<file path="config.mk">
export PLATFORM = sky130hd
export DESIGN_NAME = mode_gated_gpio_ports
export DESIGN_NICKNAME = d
export VERILOG_FILES = /design/src/gpio_pkg.sv /design/src/gpio_pin_bank.sv /design/src/key_wakeup.sv /design/src/mode_gated_gpio_ports.sv
export SDC_FILE = /design/constraint.sdc
export NUM_CORES = 1
export LEC_CHECK = 0
export CAP_MARGIN = 10
export CORE_MARGIN = 4
export CORE_UTILIZATION = 50
export CTS_CLUSTER_DIAMETER = 60
export DETAILED_ROUTE_END_ITERATION = 8
export DONT_BUFFER_PORTS = 1
export PLACE_DENSITY = 0.76
export SYNTH_ARGS = -nofsm -noshare
export SYNTH_HDL_FRONTEND = slang
export SYNTH_SLANG_ARGS = --single-unit
</file>
<file path="constraint.sdc">
create_clock -name i_clk -period 8.58 [get_ports i_clk]
set_input_delay 2.145 -clock i_clk [delete_from_list [all_inputs] [get_ports i_clk]]
set_output_delay 2.145 -clock i_clk [all_outputs]
set_load 0.02 [all_outputs]
</file>
<file path="src/gpio_pkg.sv">
// What this block does
// - Each port data register is read/writable when mapped
// - Direction registers everywhere except input-only pins
// - All general-purpose pins are inputs after reset, except A/B whose enable follows the bus in expanded/peripheral modes
// - Ports A/B carry external bus in expanded modes
// - Port A data hidden in expanded/peripheral modes
// - Port B behaves and hides like port A
// - Direction one means output, zero means input
// - Port A direction hidden in expanded/peripheral modes
// - Port A direction resets to zero
// - Pull-up bit pulls up port A input pins in single-chip mode only
// - Pull-up control hidden in peripheral mode
// - Reduced-drive bit weakens port A outputs
// - Reduced-drive control accepts first write only
// - Reduced-drive control hidden in peripheral mode
// - Ports H/J key wake-up flags on pin edges
// - Polarity one rising, zero falling, resets zero
package gpio_pkg;

  typedef enum logic [1:0] {
    MODE_SINGLE,
    MODE_EXPANDED,
    MODE_PERIPHERAL
  } mode_e;

  // Port indices; A and B double as the external bus
  localparam int NPORT = 4;
  localparam int PORT_A = 0;
  localparam int PORT_B = 1;
  localparam int PORT_H = 2;
  localparam int PORT_J = 3;
  localparam int NWAKE = 2;
  localparam int PORT_W = 8;

  // Register offsets, byte addresses on the APB
  localparam logic [11:0] DATA_BASE = 12'h000;
  localparam logic [11:0] DIR_BASE = 12'h004;
  localparam logic [11:0] PORT_STRIDE = 12'h008;
  localparam logic [11:0] PULL_OFF = 12'h020;
  localparam logic [11:0] RDRV_OFF = 12'h024;
  localparam logic [11:0] WPOL_BASE = 12'h028;
  localparam logic [11:0] WFLAG_BASE = 12'h030;
  localparam logic [11:0] WIEN_BASE = 12'h038;
  localparam logic [11:0] WAKE_STRIDE = 12'h004;
  localparam logic [11:0] ANALOG0_OFF = 12'h040;
  localparam logic [11:0] ANALOG1_OFF = 12'h044;
  localparam logic [11:0] PE_IN_OFF = 12'h048;

  // Reset values
  localparam logic [7:0] DATA_RST = 8'h00;
  localparam logic [7:0] DIR_RST = 8'h00;
  localparam logic [7:0] WPOL_RST = 8'h00;
  localparam logic [3:0] PULL_RST = 4'h0;
  localparam logic [3:0] RDRV_RST = 4'h0;

  function automatic logic [11:0] data_off(input int p);
    return DATA_BASE + 12'(p) * PORT_STRIDE;
  endfunction

  function automatic logic [11:0] dir_off(input int p);
    return DIR_BASE + 12'(p) * PORT_STRIDE;
  endfunction

  function automatic logic [11:0] wake_off(input logic [11:0] base,
                                           input int w);
    return base + 12'(w) * WAKE_STRIDE;
  endfunction

endpackage

</file>
<file path="src/gpio_pin_bank.sv">
`timescale 1ns/1ps
`default_nettype none
module gpio_pin_bank #(
  parameter int W = 8
) (
  input wire logic i_clk,            // System clock
  input wire logic i_rst,            // Sync reset, high
  input wire logic [W-1:0] i_dir,    // One = output
  input wire logic [W-1:0] i_data,   // Stored data bits
  input wire logic [W-1:0] i_pin,    // Pin levels
  input wire logic i_bus_own,        // External bus owns pins
  input wire logic [W-1:0] i_bus_out, // Bus value to drive
  input wire logic i_bus_oe,         // Bus drive enable
  input wire logic i_pull_en,        // Port pull-up enable
  input wire logic i_reduce_en,      // Port reduced drive
  output logic [W-1:0] o_out,        // Pin output value
  output logic [W-1:0] o_oe,         // Pin output enable
  output logic [W-1:0] o_pull,       // Pull-up per pin
  output logic [W-1:0] o_reduced,    // Reduced drive per pin
  output logic [W-1:0] o_sampled     // Registered pin level
);

  typedef struct packed {
    logic [W-1:0] sampled;
  } bank_s;

  bank_s st_q;
  bank_s st_d;

  // Pin levels sampled once so reads and edge logic agree
  always_comb begin
    st_d = st_q;
    st_d.sampled = i_pin;
  end

  always_ff @(posedge i_clk) begin
    if (i_rst) begin
      st_q <= '0;
    end else begin
      st_q <= st_d;
    end
  end

  // Bus ownership bypasses direction and data entirely
  always_comb begin
    if (i_bus_own) begin
      o_out = i_bus_out;
      o_oe = {W{i_bus_oe}};
      o_pull = '0;
    end else begin
      o_out = i_data;
      o_oe = i_dir;
      o_pull = {W{i_pull_en}} & ~i_dir;
    end
    o_reduced = {W{i_reduce_en}} & o_oe;
    o_sampled = st_q.sampled;
  end

endmodule
`default_nettype wire

</file>
<file path="src/key_wakeup.sv">
`timescale 1ns/1ps
`default_nettype none
module key_wakeup #(
  parameter int W = 8
) (
  input wire logic i_clk,            // System clock
  input wire logic i_rst,            // Sync reset, high
  input wire logic [W-1:0] i_pin,    // Sampled pin levels
  input wire logic [W-1:0] i_polarity, // One = rising edge
  input wire logic [W-1:0] i_enable, // Interrupt enables
  input wire logic [W-1:0] i_clear,  // Write-one-to-clear
  output logic [W-1:0] o_flags,      // Sticky edge flags
  output logic o_irq                 // Any enabled flag
);

  typedef struct packed {
    logic armed;
    logic [W-1:0] prev;
    logic [W-1:0] flags;
  } wake_s;

  wake_s st_q;
  wake_s st_d;
  logic [W-1:0] edge_hit;

  // First cycle after reset only loads history, no false edge
  always_comb begin
    st_d = st_q;
    st_d.armed = 1'b1;
    st_d.prev = i_pin;
    edge_hit = (i_polarity & ~st_q.prev & i_pin) |
               (~i_polarity & st_q.prev & ~i_pin);
    if (!st_q.armed) begin
      edge_hit = '0;
    end
    // New edge wins over a clear in the same cycle
    st_d.flags = (st_q.flags & ~i_clear) | edge_hit;
  end

  always_ff @(posedge i_clk) begin
    if (i_rst) begin
      st_q <= '0;
    end else begin
      st_q <= st_d;
    end
  end

  assign o_flags = st_q.flags;
  assign o_irq = |(st_q.flags & i_enable);
endmodule
`default_nettype wire

</file>
<file path="src/mode_gated_gpio_ports.sv">
// The placing of the registers and the APB interface to the registers were chosen for this implementation.
`timescale 1ns/1ps
`default_nettype none
module mode_gated_gpio_ports #(
  parameter int W = gpio_pkg::PORT_W
) (
  input wire logic i_clk,              // System clock, 100 MHz
  input wire logic i_rst,              // Sync reset, high
  input wire gpio_pkg::mode_e i_mode,  // Operating mode
  // APB slave
  input wire logic psel,               // Select
  input wire logic penable,            // Access phase
  input wire logic pwrite,             // Write
  input wire logic [11:0] paddr,       // Byte address
  input wire logic [31:0] pwdata,      // Write data
  output logic [31:0] prdata,          // Read data
  output logic pready,                 // Always ready
  output logic pslverr,                // Unmapped or hidden
  // External bus values for ports A and B
  input wire logic [W-1:0] i_ext_a_out, // Bus onto port A
  input wire logic [W-1:0] i_ext_b_out, // Bus onto port B
  input wire logic i_ext_oe,           // Bus drives pins
  // Port A pins
  input wire logic [W-1:0] i_pa_pin,   // Pin level
  output logic [W-1:0] o_pa_out,       // Drive value
  output logic [W-1:0] o_pa_oe,        // Drive enable
  output logic [W-1:0] o_pa_pull,      // Pull-up on
  output logic [W-1:0] o_pa_reduced,   // Reduced drive
  // Port B pins
  input wire logic [W-1:0] i_pb_pin,   // Pin level
  output logic [W-1:0] o_pb_out,       // Drive value
  output logic [W-1:0] o_pb_oe,        // Drive enable
  output logic [W-1:0] o_pb_pull,      // Pull-up on
  output logic [W-1:0] o_pb_reduced,   // Reduced drive
  // Port H pins
  input wire logic [W-1:0] i_ph_pin,   // Pin level
  output logic [W-1:0] o_ph_out,       // Drive value
  output logic [W-1:0] o_ph_oe,        // Drive enable
  output logic [W-1:0] o_ph_pull,      // Pull on
  output logic [W-1:0] o_ph_reduced,   // Reduced drive
  // Port J pins
  input wire logic [W-1:0] i_pj_pin,   // Pin level
  output logic [W-1:0] o_pj_out,       // Drive value
  output logic [W-1:0] o_pj_oe,        // Drive enable
  output logic [W-1:0] o_pj_pull,      // Pull on
  output logic [W-1:0] o_pj_reduced,   // Reduced drive
  // Input-only pins
  input wire logic [W-1:0] i_analog_port_zero, // Digital view
  input wire logic [W-1:0] i_analog_port_one,  // Digital view
  input wire logic [1:0] i_port_e_input_only_pins, // Levels
  // Key wake-up interrupts
  output logic o_wake_irq_h,           // Port H request
  output logic o_wake_irq_j            // Port J request
);

  typedef struct packed {
    logic [gpio_pkg::NPORT-1:0][W-1:0] data;
    logic [gpio_pkg::NPORT-1:0][W-1:0] dir;
    logic [gpio_pkg::NWAKE-1:0][W-1:0] wpol;
    logic [gpio_pkg::NWAKE-1:0][W-1:0] wien;
    logic [3:0] pull;
    logic [3:0] rdrv;
    logic rdrv_done;
    logic [31:0] prdata;
  } regs_s;

  regs_s st_q;
  regs_s st_d;

  logic [gpio_pkg::NPORT-1:0][W-1:0] pin_in;
  logic [gpio_pkg::NPORT-1:0][W-1:0] pin_out;
  logic [gpio_pkg::NPORT-1:0][W-1:0] pin_oe;
  logic [gpio_pkg::NPORT-1:0][W-1:0] pin_pull;
  logic [gpio_pkg::NPORT-1:0][W-1:0] pin_red;
  logic [gpio_pkg::NPORT-1:0][W-1:0] sampled;
  logic [gpio_pkg::NPORT-1:0][W-1:0] bus_val;
  logic [gpio_pkg::NWAKE-1:0][W-1:0] wflags;
  logic [gpio_pkg::NWAKE-1:0][W-1:0] wclear;
  logic [gpio_pkg::NWAKE-1:0] wirq;
  logic bus_mode;
  logic setup_ph;
  logic access_ph;
  logic wr_en;
  logic mapped;
  logic [W-1:0] rd_val;

  // Visibility of a register in the current mode
  function automatic logic reg_visible(input logic [11:0] a,
                                       input gpio_pkg::mode_e m);
    logic vis;
    vis = 1'b0;
    for (int p = 0; p < gpio_pkg::NPORT; p++) begin
      if (a == gpio_pkg::data_off(p) || a == gpio_pkg::dir_off(p)) begin
        // A and B leave the map whenever the bus uses them
        vis = (p >= gpio_pkg::PORT_H) || (m == gpio_pkg::MODE_SINGLE);
      end
    end
    if (a == gpio_pkg::PULL_OFF || a == gpio_pkg::RDRV_OFF) begin
      vis = (m != gpio_pkg::MODE_PERIPHERAL);
    end
    for (int w = 0; w < gpio_pkg::NWAKE; w++) begin
      if (a == gpio_pkg::wake_off(gpio_pkg::WPOL_BASE, w) ||
          a == gpio_pkg::wake_off(gpio_pkg::WFLAG_BASE, w) ||
          a == gpio_pkg::wake_off(gpio_pkg::WIEN_BASE, w)) begin
        vis = 1'b1;
      end
    end
    if (a == gpio_pkg::ANALOG0_OFF || a == gpio_pkg::ANALOG1_OFF ||
        a == gpio_pkg::PE_IN_OFF) begin
      vis = 1'b1;
    end
    return vis;
  endfunction

  assign pin_in[gpio_pkg::PORT_A] = i_pa_pin;
  assign pin_in[gpio_pkg::PORT_B] = i_pb_pin;
  assign pin_in[gpio_pkg::PORT_H] = i_ph_pin;
  assign pin_in[gpio_pkg::PORT_J] = i_pj_pin;
  assign bus_val[gpio_pkg::PORT_A] = i_ext_a_out;
  assign bus_val[gpio_pkg::PORT_B] = i_ext_b_out;
  assign bus_val[gpio_pkg::PORT_H] = '0;
  assign bus_val[gpio_pkg::PORT_J] = '0;
  assign bus_mode = (i_mode != gpio_pkg::MODE_SINGLE);

  // One pin bank per port; only A and B can be taken by the bus
  for (genvar p = 0; p < gpio_pkg::NPORT; p++) begin : g_bank
    gpio_pin_bank #(
      .W(W)
    ) u_bank (
      .i_clk(i_clk),
      .i_rst(i_rst),
      .i_dir(st_q.dir[p]),
      .i_data(st_q.data[p]),
      .i_pin(pin_in[p]),
      .i_bus_own(bus_mode && (p < gpio_pkg::PORT_H)),
      .i_bus_out(bus_val[p]),
      .i_bus_oe(i_ext_oe),
      .i_pull_en(st_q.pull[p]),
      .i_reduce_en(st_q.rdrv[p]),
      .o_out(pin_out[p]),
      .o_oe(pin_oe[p]),
      .o_pull(pin_pull[p]),
      .o_reduced(pin_red[p]),
      .o_sampled(sampled[p])
    );
  end

  // Wake-up logic for ports H and J
  for (genvar w = 0; w < gpio_pkg::NWAKE; w++) begin : g_wake
    key_wakeup #(
      .W(W)
    ) u_wake (
      .i_clk(i_clk),
      .i_rst(i_rst),
      .i_pin(sampled[gpio_pkg::PORT_H + w]),
      .i_polarity(st_q.wpol[w]),
      .i_enable(st_q.wien[w]),
      .i_clear(wclear[w]),
      .o_flags(wflags[w]),
      .o_irq(wirq[w])
    );
  end

  assign o_pa_out = pin_out[gpio_pkg::PORT_A];
  assign o_pa_oe = pin_oe[gpio_pkg::PORT_A];
  assign o_pa_pull = pin_pull[gpio_pkg::PORT_A];
  assign o_pa_reduced = pin_red[gpio_pkg::PORT_A];
  assign o_pb_out = pin_out[gpio_pkg::PORT_B];
  assign o_pb_oe = pin_oe[gpio_pkg::PORT_B];
  assign o_pb_pull = pin_pull[gpio_pkg::PORT_B];
  assign o_pb_reduced = pin_red[gpio_pkg::PORT_B];
  assign o_ph_out = pin_out[gpio_pkg::PORT_H];
  assign o_ph_oe = pin_oe[gpio_pkg::PORT_H];
  assign o_ph_pull = pin_pull[gpio_pkg::PORT_H];
  assign o_ph_reduced = pin_red[gpio_pkg::PORT_H];
  assign o_pj_out = pin_out[gpio_pkg::PORT_J];
  assign o_pj_oe = pin_oe[gpio_pkg::PORT_J];
  assign o_pj_pull = pin_pull[gpio_pkg::PORT_J];
  assign o_pj_reduced = pin_red[gpio_pkg::PORT_J];
  assign o_wake_irq_h = wirq[0];
  assign o_wake_irq_j = wirq[1];

  // APB phases; zero wait states, read data latched in setup
  assign setup_ph = psel && !penable;
  assign access_ph = psel && penable;
  assign wr_en = access_ph && pwrite;
  assign mapped = reg_visible(paddr, i_mode);
  assign pready = 1'b1;
  assign pslverr = access_ph && !mapped;
  assign prdata = st_q.prdata;

  // Register next state, read mux and wake flag clears
  always_comb begin
    st_d = st_q;
    rd_val = '0;
    wclear = '0;
    for (int p = 0; p < gpio_pkg::NPORT; p++) begin
      if (paddr == gpio_pkg::data_off(p)) begin
        // Output bits read back data, input bits the pin
        rd_val = (st_q.dir[p] & st_q.data[p]) |
                 (~st_q.dir[p] & sampled[p]);
      end
      if (paddr == gpio_pkg::dir_off(p)) begin
        rd_val = st_q.dir[p];
      end
      if (wr_en && mapped && paddr == gpio_pkg::data_off(p)) begin
        st_d.data[p] = pwdata[W-1:0];
      end
      if (wr_en && mapped && paddr == gpio_pkg::dir_off(p)) begin
        st_d.dir[p] = pwdata[W-1:0];
      end
    end
    for (int w = 0; w < gpio_pkg::NWAKE; w++) begin
      if (paddr == gpio_pkg::wake_off(gpio_pkg::WPOL_BASE, w)) begin
        rd_val = st_q.wpol[w];
        if (wr_en) begin
          st_d.wpol[w] = pwdata[W-1:0];
        end
      end
      if (paddr == gpio_pkg::wake_off(gpio_pkg::WFLAG_BASE, w)) begin
        rd_val = wflags[w];
        if (wr_en) begin
          wclear[w] = pwdata[W-1:0];
        end
      end
      if (paddr == gpio_pkg::wake_off(gpio_pkg::WIEN_BASE, w)) begin
        rd_val = st_q.wien[w];
        if (wr_en) begin
          st_d.wien[w] = pwdata[W-1:0];
        end
      end
    end
    if (paddr == gpio_pkg::PULL_OFF) begin
      rd_val = W'(st_q.pull);
      if (wr_en && mapped) begin
        st_d.pull = pwdata[3:0];
      end
    end
    // Drive strength is locked after one write so errant code
    // cannot weaken outputs later
    if (paddr == gpio_pkg::RDRV_OFF) begin
      rd_val = W'(st_q.rdrv);
      if (wr_en && mapped && !st_q.rdrv_done) begin
        st_d.rdrv = pwdata[3:0];
        st_d.rdrv_done = 1'b1;
      end
    end
    // Input-only groups have no direction register
    if (paddr == gpio_pkg::ANALOG0_OFF) begin
      rd_val = i_analog_port_zero;
    end
    if (paddr == gpio_pkg::ANALOG1_OFF) begin
      rd_val = i_analog_port_one;
    end
    if (paddr == gpio_pkg::PE_IN_OFF) begin
      rd_val = W'(i_port_e_input_only_pins);
    end
    if (setup_ph) begin
      st_d.prdata = mapped ? 32'(rd_val) : 32'h0000_0000;
    end
  end

  // Reset clears data and direction, leaving every pin not owned by the bus an input
  always_ff @(posedge i_clk) begin
    if (i_rst) begin
      st_q.data <= {gpio_pkg::NPORT{gpio_pkg::DATA_RST}};
      st_q.dir <= {gpio_pkg::NPORT{gpio_pkg::DIR_RST}};
      st_q.wpol <= {gpio_pkg::NWAKE{gpio_pkg::WPOL_RST}};
      st_q.wien <= '0;
      st_q.pull <= gpio_pkg::PULL_RST;
      st_q.rdrv <= gpio_pkg::RDRV_RST;
      st_q.rdrv_done <= 1'b0;
      st_q.prdata <= 32'h0000_0000;
    end else begin
      st_q <= st_d;
    end
  end
endmodule
`default_nettype wire

</file>
Yosys cells after proc, flatten, opt, wreduce, memory -nomap -nowiden:

Index checks and enable logic that the tools add are counted.

* bits in registers: 203

* mux-type cells: 41
* bitwise gates (word level): 48
* equality and inequality tests: 19
* reductions and logical operators: 39

Operators with widths (number)
* 2-to-1 mux 8 bit: 31
* bitwise AND 8 bit: 28
* equality test 12 x 6 -> 1 bit (second input constant): 8
* inverter 8 bit: 12
* bitwise OR 8 bit: 8
* equality test 12 x 5 -> 1 bit (second input constant): 4
* equality test 12 x 7 -> 1 bit (second input constant): 3
* 2-to-1 mux 17 bit: 2
* equality test 12 x 4 -> 1 bit (second input constant): 2
* OR reduction 8 bit: 2
* logical AND 1 bit: 14
* equality test 12 x 3 -> 1 bit (second input constant): 1
* logical NOT 12 bit: 1
* AND reduction 2 bit: 6
* logical OR 1 bit: 11
* 2-to-1 mux 1 bit: 8
* logical NOT 1 bit: 3
* logical NOT 2 bit: 1
* inequality test 2 bit (second input constant): 1
* nonzero test 2 bit: 1

Longest topological paths before layout:

Gate-level depths: netlist (run 1).

* depth in word-level cells: 23
* mapped depth: 10
* gate-level depth less buffers: 6

Modules after synthesis:

Synthesis (run 1) repeated with hierarchy kept, for this count alone.

* cells, all modules: 1214
* area, all modules: 10786.6 um^2

By module, submodules not included
* mode_gated_gpio_ports: area an instance 6935.4 um^2, cells an instance 820, instances 1
* gpio_pin_bank: area an instance 579.3 um^2, cells an instance 62, instances 4
* key_wakeup: area an instance 767.0 um^2, cells an instance 73, instances 2

Least setup slack after synthesis (run 1):

Ideal clock, no wire load.

* kind: input-to-output
* from: input port paddr[6]
* to: output port pslverr
* path buffers: 2
* arrival: 3.835 ns
* stages: 7
* slack: 2.600 ns
* data required time: 6.435 ns
* path through: clkbuf_1 > nor3b_1 > o2bb2ai_1 > o21ai_2 > buf_2 > nand2_1 > nor2_1

* cells in the longest elaborated chain, start to end: 12

RTL lines
* from (decl): line mode_gated_gpio_ports.sv:14 `input wire logic [11:0] paddr,`
* equality test 12 x 3 -> 1 bit / logical NOT 12 bit (equally long branches): line mode_gated_gpio_ports.sv:93 `if (a == gpio_pkg::data_off(p) || a == gpio_pkg::dir_off(p)) begin`
* logical OR 1 bit: line mode_gated_gpio_ports.sv:93
* 2-to-1 mux 1 bit (4 in a row): line mode_gated_gpio_ports.sv:93
* 2-to-1 mux 1 bit: line mode_gated_gpio_ports.sv:98 `if (a == gpio_pkg::PULL_OFF || a == gpio_pkg::RDRV_OFF) begin`
* 2-to-1 mux 1 bit (2 in a row): line mode_gated_gpio_ports.sv:102 `if (a == gpio_pkg::wake_off(gpio_pkg::WPOL_BASE, w) ||`
* 2-to-1 mux 1 bit (*): line mode_gated_gpio_ports.sv:108 `if (a == gpio_pkg::ANALOG0_OFF || a == gpio_pkg::ANALOG1_OFF ||`
* logical NOT 1 bit (*): line mode_gated_gpio_ports.sv:189 `assign pslverr = access_ph && !mapped;`
* logical AND 1 bit (*): line mode_gated_gpio_ports.sv:189
* to (decl): line mode_gated_gpio_ports.sv:18 `output logic pslverr,`

Every way passes the cells marked *; elsewhere a longest branch is shown, timed or not.

Final worst setup path (run 1):

* from: input port paddr[11]
* to: output port pslverr

Same word-level chain as after synthesis.

==> results of run 1 <==
logic make-up after synthesis:
kind of cell           Yosys count  share of synthesized area (%)
flip-flops                     178                          35.97
buffers and inverters          168                          8.955
AO/OA/AOI/OAI                  267                          19.00
other                            2                        0.07581
XOR/XNOR                         1                        0.08843
multiplexers                   101                          10.45
AND/OR/NAND/NOR                512                          25.46
cell type report:
type | instances | share of cell area, %
well taps | 265 | 3.268
clock buffers | 21 | 4.439
flip-flops and latches | 178 | 35.12
clock inverters | 11 | 0.9371
inverters | 24 | 0.8878
multi-input cells | 906 | 54.61
repair buffers | 10 | 0.7398
power by group:
| group | total, W | leakage [nW] | switching, W | internal (W) |
|---|---|---|---|---|
| Combinational | 0.000107 | 1.71 | 0.0000724 | 0.0000344 |
| Clock | 0.000742 | 0.257 | 0.000356 | 0.000386 |
| Sequential | 0.000851 | 1.45 | 0.0000121 | 0.000839 |
cells in the mapped netlist (15+ instances only):
cell type	count
a21o_1	18
a21oi_1	78
a22oi_1	15
and2_1	36
buf_4	65
clkbuf_1	73
dfxtp_1	178
inv_1	24
mux2_2	19
mux2i_1	82
nand2_1	157
nand3_1	20
nor2_1	135
nor2b_1	71
o21ai_0	70
cell usage in the layout, fill, tap and decap left out, drive strengths merged, types with 21 or more instances in the layout:
cell and instances:
clkbuf 21, nor2 136, inv 29, conb 25, and2 37, nand2 157
dfxtp 178, a21oi 79, nor2b 71, o21ai 71, mux2i 82
stage by stage:
stage | area [um^2] | power (W) | cells | hold WS [ns] | utilization (%)
global route | 10150 | 0.001746 | 1415 | 0.4986 | 52.14
global placement | 9602 | 0.0009735 | 1383 | 0.4605 | 49.33
detailed placement | 9602 | 0.0009746 | 1383 | 0.4630 | 49.33
finish | 10150 | 0.001700 | 1415 | 0.4743 | 52.14
floorplan | 9992 | 0.0009836 | 1252 | 0.4411 | -
CTS | 10150 | 0.001702 | 1415 | 0.4719 | 52.14
layer usage:
metal,GRT usage (%),wire (um),vias to the layer above,share of wire [%]
li1,-,-,4008,-
met1,43.16,14330,4281,40
met2,47.33,15550,591,44
met3,8.599,4531,82,13
met4,8.604,1032,0,2.9
met5,0,0,-,0
critical path: stages:
cell     delay, ns
or4_1         0.84
nor4_4        0.34
buf_4         0.25
a21oi_2       0.05
nand2_1       0.15
nor2_1        0.14
sequential cells by signal (all words and copies together) (netlist names):
signal	flops
g_bank.u_bank.o_sampled	32
g_wake.u_wake.o_flags	16
st_q	105
g_wake.u_wake.st_q	17
prdata	8
how the worst max path moves through the flow:
stage | endpoint | slack [ns] | depth (start not counted)
final | pslverr | 2.50 | 6
after global routing | pslverr | 2.39 | 6
after CTS | pslverr | 2.50 | 6
after detailed placement | pslverr | 2.50 | 6
after global placement | pslverr | 2.51 | 6
after floorplan | pslverr | 2.60 | 7
==> results.ini, run 1 <==
[floorplanning]
die_x_um=148.8
coreArea_um2=19460
die_h_um=148.8
pin_count=282
die_area_um2=22130
start_util_pct=50.90
rows=51

[pwr]
p_per_area_nw_per_um2=167.5
power.leakage_nw=3.416
vdd_drop_max_v=0.0001351

[route]
drc=0
drtIter0Drc=1175
vias=8962
drt-vias-per-instance=6.334
antenna_left=0
wl_per_cell_um=25.05
drtPass1Iterations=6
wirelength_um=35450

[clocking]
clockRootBuffer=clkbuf_16
clock_sinks=178
postCtsHoldBufs=0
cts_max_path_buffers=2
postCtsSetupBuffers=0
cts_tree=built
post_cts_resized=0
clk_pin_slew_ns=0.07
cts_made_buffers=17
clk_latency_ns=0.44
h-tree-depth=4

[grt]
grt_pass1_vias=8170
grt_usage_pct=30.96
antenna_found_initial=0
grt_pass1_wl_um=51970
grt_max_degree=175
gr-total-overflow=0

[min_path]
min_path_type=reg2reg
hold_end=st_q[50]
hold_path_depth=2
holdCritStartpoint=st_q[50]

[sta]
hold_violations=0
tns_ns=0
rsz0062_at_grt=false
fin_crit_ns=6.076
slew_headroom_pct=20.50
fin_crit_sh_pct=70.81
slew_viol_final=0
tightest_slew_ns=1.182
fin_ws_ns=2.504
finClkSkew_ns=0.01115
finalSetupViolCount=0
fmax_mhz=164.6

[placed_design]
numPortBuffers=0
place_congestion=1.001
hpwl_um=25490
dp_slack_ns=2.502

[synth]
ys_ff_latch=178
synth_flop_cell=dfxtp_1
synth_area_leader_cell=dfxtp_1
synth_top_area_share_pct=35.97
synth_edf_count=0
synthArstFlopShare_pct=0
ys_seq_area_share_pct=35.97
syn_avg_cell_area_um2=8.060
synthTopCellsByArea=dfxtp_1, mux2i_1, nand2_1
netlist-cell-type-count=77
synth_warnings=0
synth.cell_area_um2=9906
synthCells=1229

[outcome]
outcome=complete, no violations

[setup_path]
cp.required_ns=6.44
ff2ff_setup_slack_ns=6.11
rr_endpoint=prdata[1]
reg2reg_from=st_q[74]
crit_start=paddr[11]
crit_path_end_kind=output port
crit_fanout=17
crit_type=in2out
crit_arrival_ns=3.93
r2r_cells=5
cp-start-kind=input pin

[final_layout]
register_area_um2=3563
multiInputGateArea_um2=5542
fin_nets=1255
fillers=1880
antennaDiodeCount=0
syn_to_final_growth_pct=2.437
drive_gt1_share_pct=7.739

[run]
maxCapViolCount=0

Note: power is estimated with default switching activity, not from simulation.
==> run 2, diff against run 1 <==
--- a/config.mk
+++ b/config.mk
@@ -11,7 +11,7 @@
 export CTS_CLUSTER_DIAMETER = 60
 export DETAILED_ROUTE_END_ITERATION = 8
 export DONT_BUFFER_PORTS = 1
-export PLACE_DENSITY = 0.76
+export PLACE_DENSITY = 0.79
 export SYNTH_ARGS = -nofsm -noshare
 export SYNTH_HDL_FRONTEND = slang
 export SYNTH_SLANG_ARGS = --single-unit
==> constraint.sdc (replaced) <==
create_clock -name i_clk -period 5.3 [get_ports i_clk]
set_input_delay 1.325 -clock i_clk [delete_from_list [all_inputs] [get_ports i_clk]]
set_output_delay 1.325 -clock i_clk [all_outputs]
set_load 0.02 [all_outputs]
==> run 2 against run 1 <==
Compared with the run above:
- hold slack better by 0.00056 ns
- sequential power up 62%
- final cell count barely moved
- total power grew 62%
- first-iteration DRC count shrank 11%
- critical path depth down 1
- critical path type unchanged
- critical endpoint unchanged
==> results.ini, run 2 (same netlist as run 1, synthesis figures left out) <==
[outcome]
outcome=complete, no violations

[route]
drtIter0Drc=1045  ; -11%
drc=0  ; unchanged
antenna_left=0  ; unchanged
wl_per_cell_um=25.40  ; +1.4%
drtPass1Iterations=6  ; unchanged
drt-vias-per-instance=6.400  ; +1.0%
vias=9062  ; +1.1%
wirelength_um=35970  ; +1.5%

[grt]
grt_max_degree=175  ; unchanged
use_met2_pct=48.35  ; +1.0 points
use_met3_pct=10.73  ; +2.1 points
gr-total-overflow=0  ; unchanged
grt_pass1_wl_um=52560  ; +1.1%
antenna_found_initial=1  ; +1
grt_usage_pct=31.30  ; +0.35 points
met1_usage_pct=41.75  ; -1.4 points
grt_pass1_vias=8416  ; +3.0%
grt.busiest_layer=met2

[min_path]
min_path_type=reg2reg

[setup_path]
worst-path-buf-inv=0  ; -1
crit_fanout=17  ; unchanged
crit_type=in2out
cp.required_ns=3.97  ; -2.47 ns
crit_arrival_ns=3.08  ; -0.85 ns
path_delay_family=simple AND/OR/NAND/NOR gates
path_cells=or4_1, nor3_4, a21oi_2, nand2_1, nor2_1
cp-start-kind=input pin
crit_path_end_kind=output port
slowest_delay_ns=0.88  ; +0.04 ns
crit_slowest_cell=or4_1

[final_layout]
drive_gt1_share_pct=7.913  ; +0.17 points
mostFrequentLayoutCell=dfxtp_1
largest_reg_flops=105  ; unchanged
syn_to_final_growth_pct=2.538  ; about the same
utilization_pct=52.19  ; about the same
fin_nets=1255  ; unchanged
largest_register=st_q
final_cell_area_um2=10160  ; about the same
final_cell_mix=dfxtp_1, nand2_1, nor2_1

[sta]
finClkSkew_ns=0.008697  ; -0.002453 ns
finalSetupViolCount=0  ; unchanged
tns_ns=0  ; unchanged
tightest_slew_ns=1.098  ; -0.08345 ns
fin_ws_ns=0.8900  ; -1.614 ns
fin_crit_sh_pct=83.21
rsz0062_at_grt=false
fin_crit_ns=4.410
slew_headroom_pct=26.64  ; +6.1 points
hold_violations=0  ; unchanged
fmax_mhz=226.8
slew_viol_final=0  ; unchanged

[clocking]
cts_tree=built
cts_max_path_buffers=2  ; unchanged
clk_latency_ns=0.44  ; about the same
clk_pin_slew_ns=0.07  ; about the same
h-tree-depth=4  ; unchanged
post_cts_resized=0  ; unchanged
clockRootBuffer=clkbuf_16
cts_made_buffers=17  ; unchanged
postCtsSetupBuffers=0  ; unchanged
postCtsHoldBufs=0  ; unchanged
clock_sinks=178  ; unchanged

[placed_design]
place_area_um2=9602  ; unchanged
hpwl_um=25820  ; +1.3%
dp_slack_ns=0.9307  ; -1.572 ns
numPortBuffers=0  ; unchanged
place_congestion=0.9767  ; -2.5%

[floorplanning]
rows=51  ; unchanged
die_x_um=148.8  ; unchanged
coreArea_um2=19460  ; unchanged
die_area_um2=22130  ; unchanged
die_h_um=148.8  ; unchanged
start_util_pct=50.90  ; unchanged
pin_count=282  ; unchanged

[pwr]
p_per_area_nw_per_um2=270.9  ; +62%
power.leakage_nw=3.428  ; +0.37%
power_w=0.002752  ; +62%
vdd_drop_max_v=0.0002265  ; +68%

[run]
maxCapViolCount=0  ; unchanged

[run 2: per-stage QoR]
step                hold slack [ns]  cells
floorplan                    0.4411   1252
global placement             0.4525   1383
detailed placement           0.4570   1383
CTS                          0.4660   1415
global route                 0.4999   1416
finish                       0.4748   1416
[run 2: tightest hold or removal path, stage by stage (launching register included)]
cell     delay [ns]
dfxtp_1        0.33
nand2_1        0.06
a21oi_1        0.05
[run 2: final timing paths]
| kind | cells after the start | slack [ns] | end | startpoint |
|---|---|---|---|---|
| worst max-delay path | 5 | 0.89 | pslverr | paddr[11] |
| worst min-delay path | 2 | 0.47 | st_q[55] | st_q[55] |
| worst max register to register | 5 | 3.08 | prdata[1] | st_q[74] |
| worst min register to register | 2 | 0.47 | st_q[55] | st_q[55] |
[run 2: routing by layer]
metal,wire length [um],up-vias,part of all wire [%]
met5,0,-,0
met4,941,0,2.6
met3,5065,75,14
met2,15880,627,44
met1,14080,4354,39
li1,-,4006,-
[run 2: cell type report]
| class | instances | area [um^2] |
|---|---|---|
| clock buffer | 18 | 429.2 |
| multi-input combinational | 906 | 5542 |
| timing repair buffer | 10 | 75.07 |
| antenna | 1 | 2.502 |
| tap | 265 | 331.6 |
| fill | 1828 | 9305 |
| sequential | 178 | 3563 |
| inverter | 24 | 90.09 |
| clock inverter | 14 | 123.9 |
[run 2: where the power goes]
| group | switching (W) | leakage [nW] | internal (W) |
|---|---|---|---|
| sequential | 0.0000193 | 1.45 | 0.00136 |
| combinational | 0.000119 | 1.71 | 0.0000557 |
| clock | 0.000582 | 0.270 | 0.000617 |
| total | 0.000720 | 3.43 | 0.00203 |
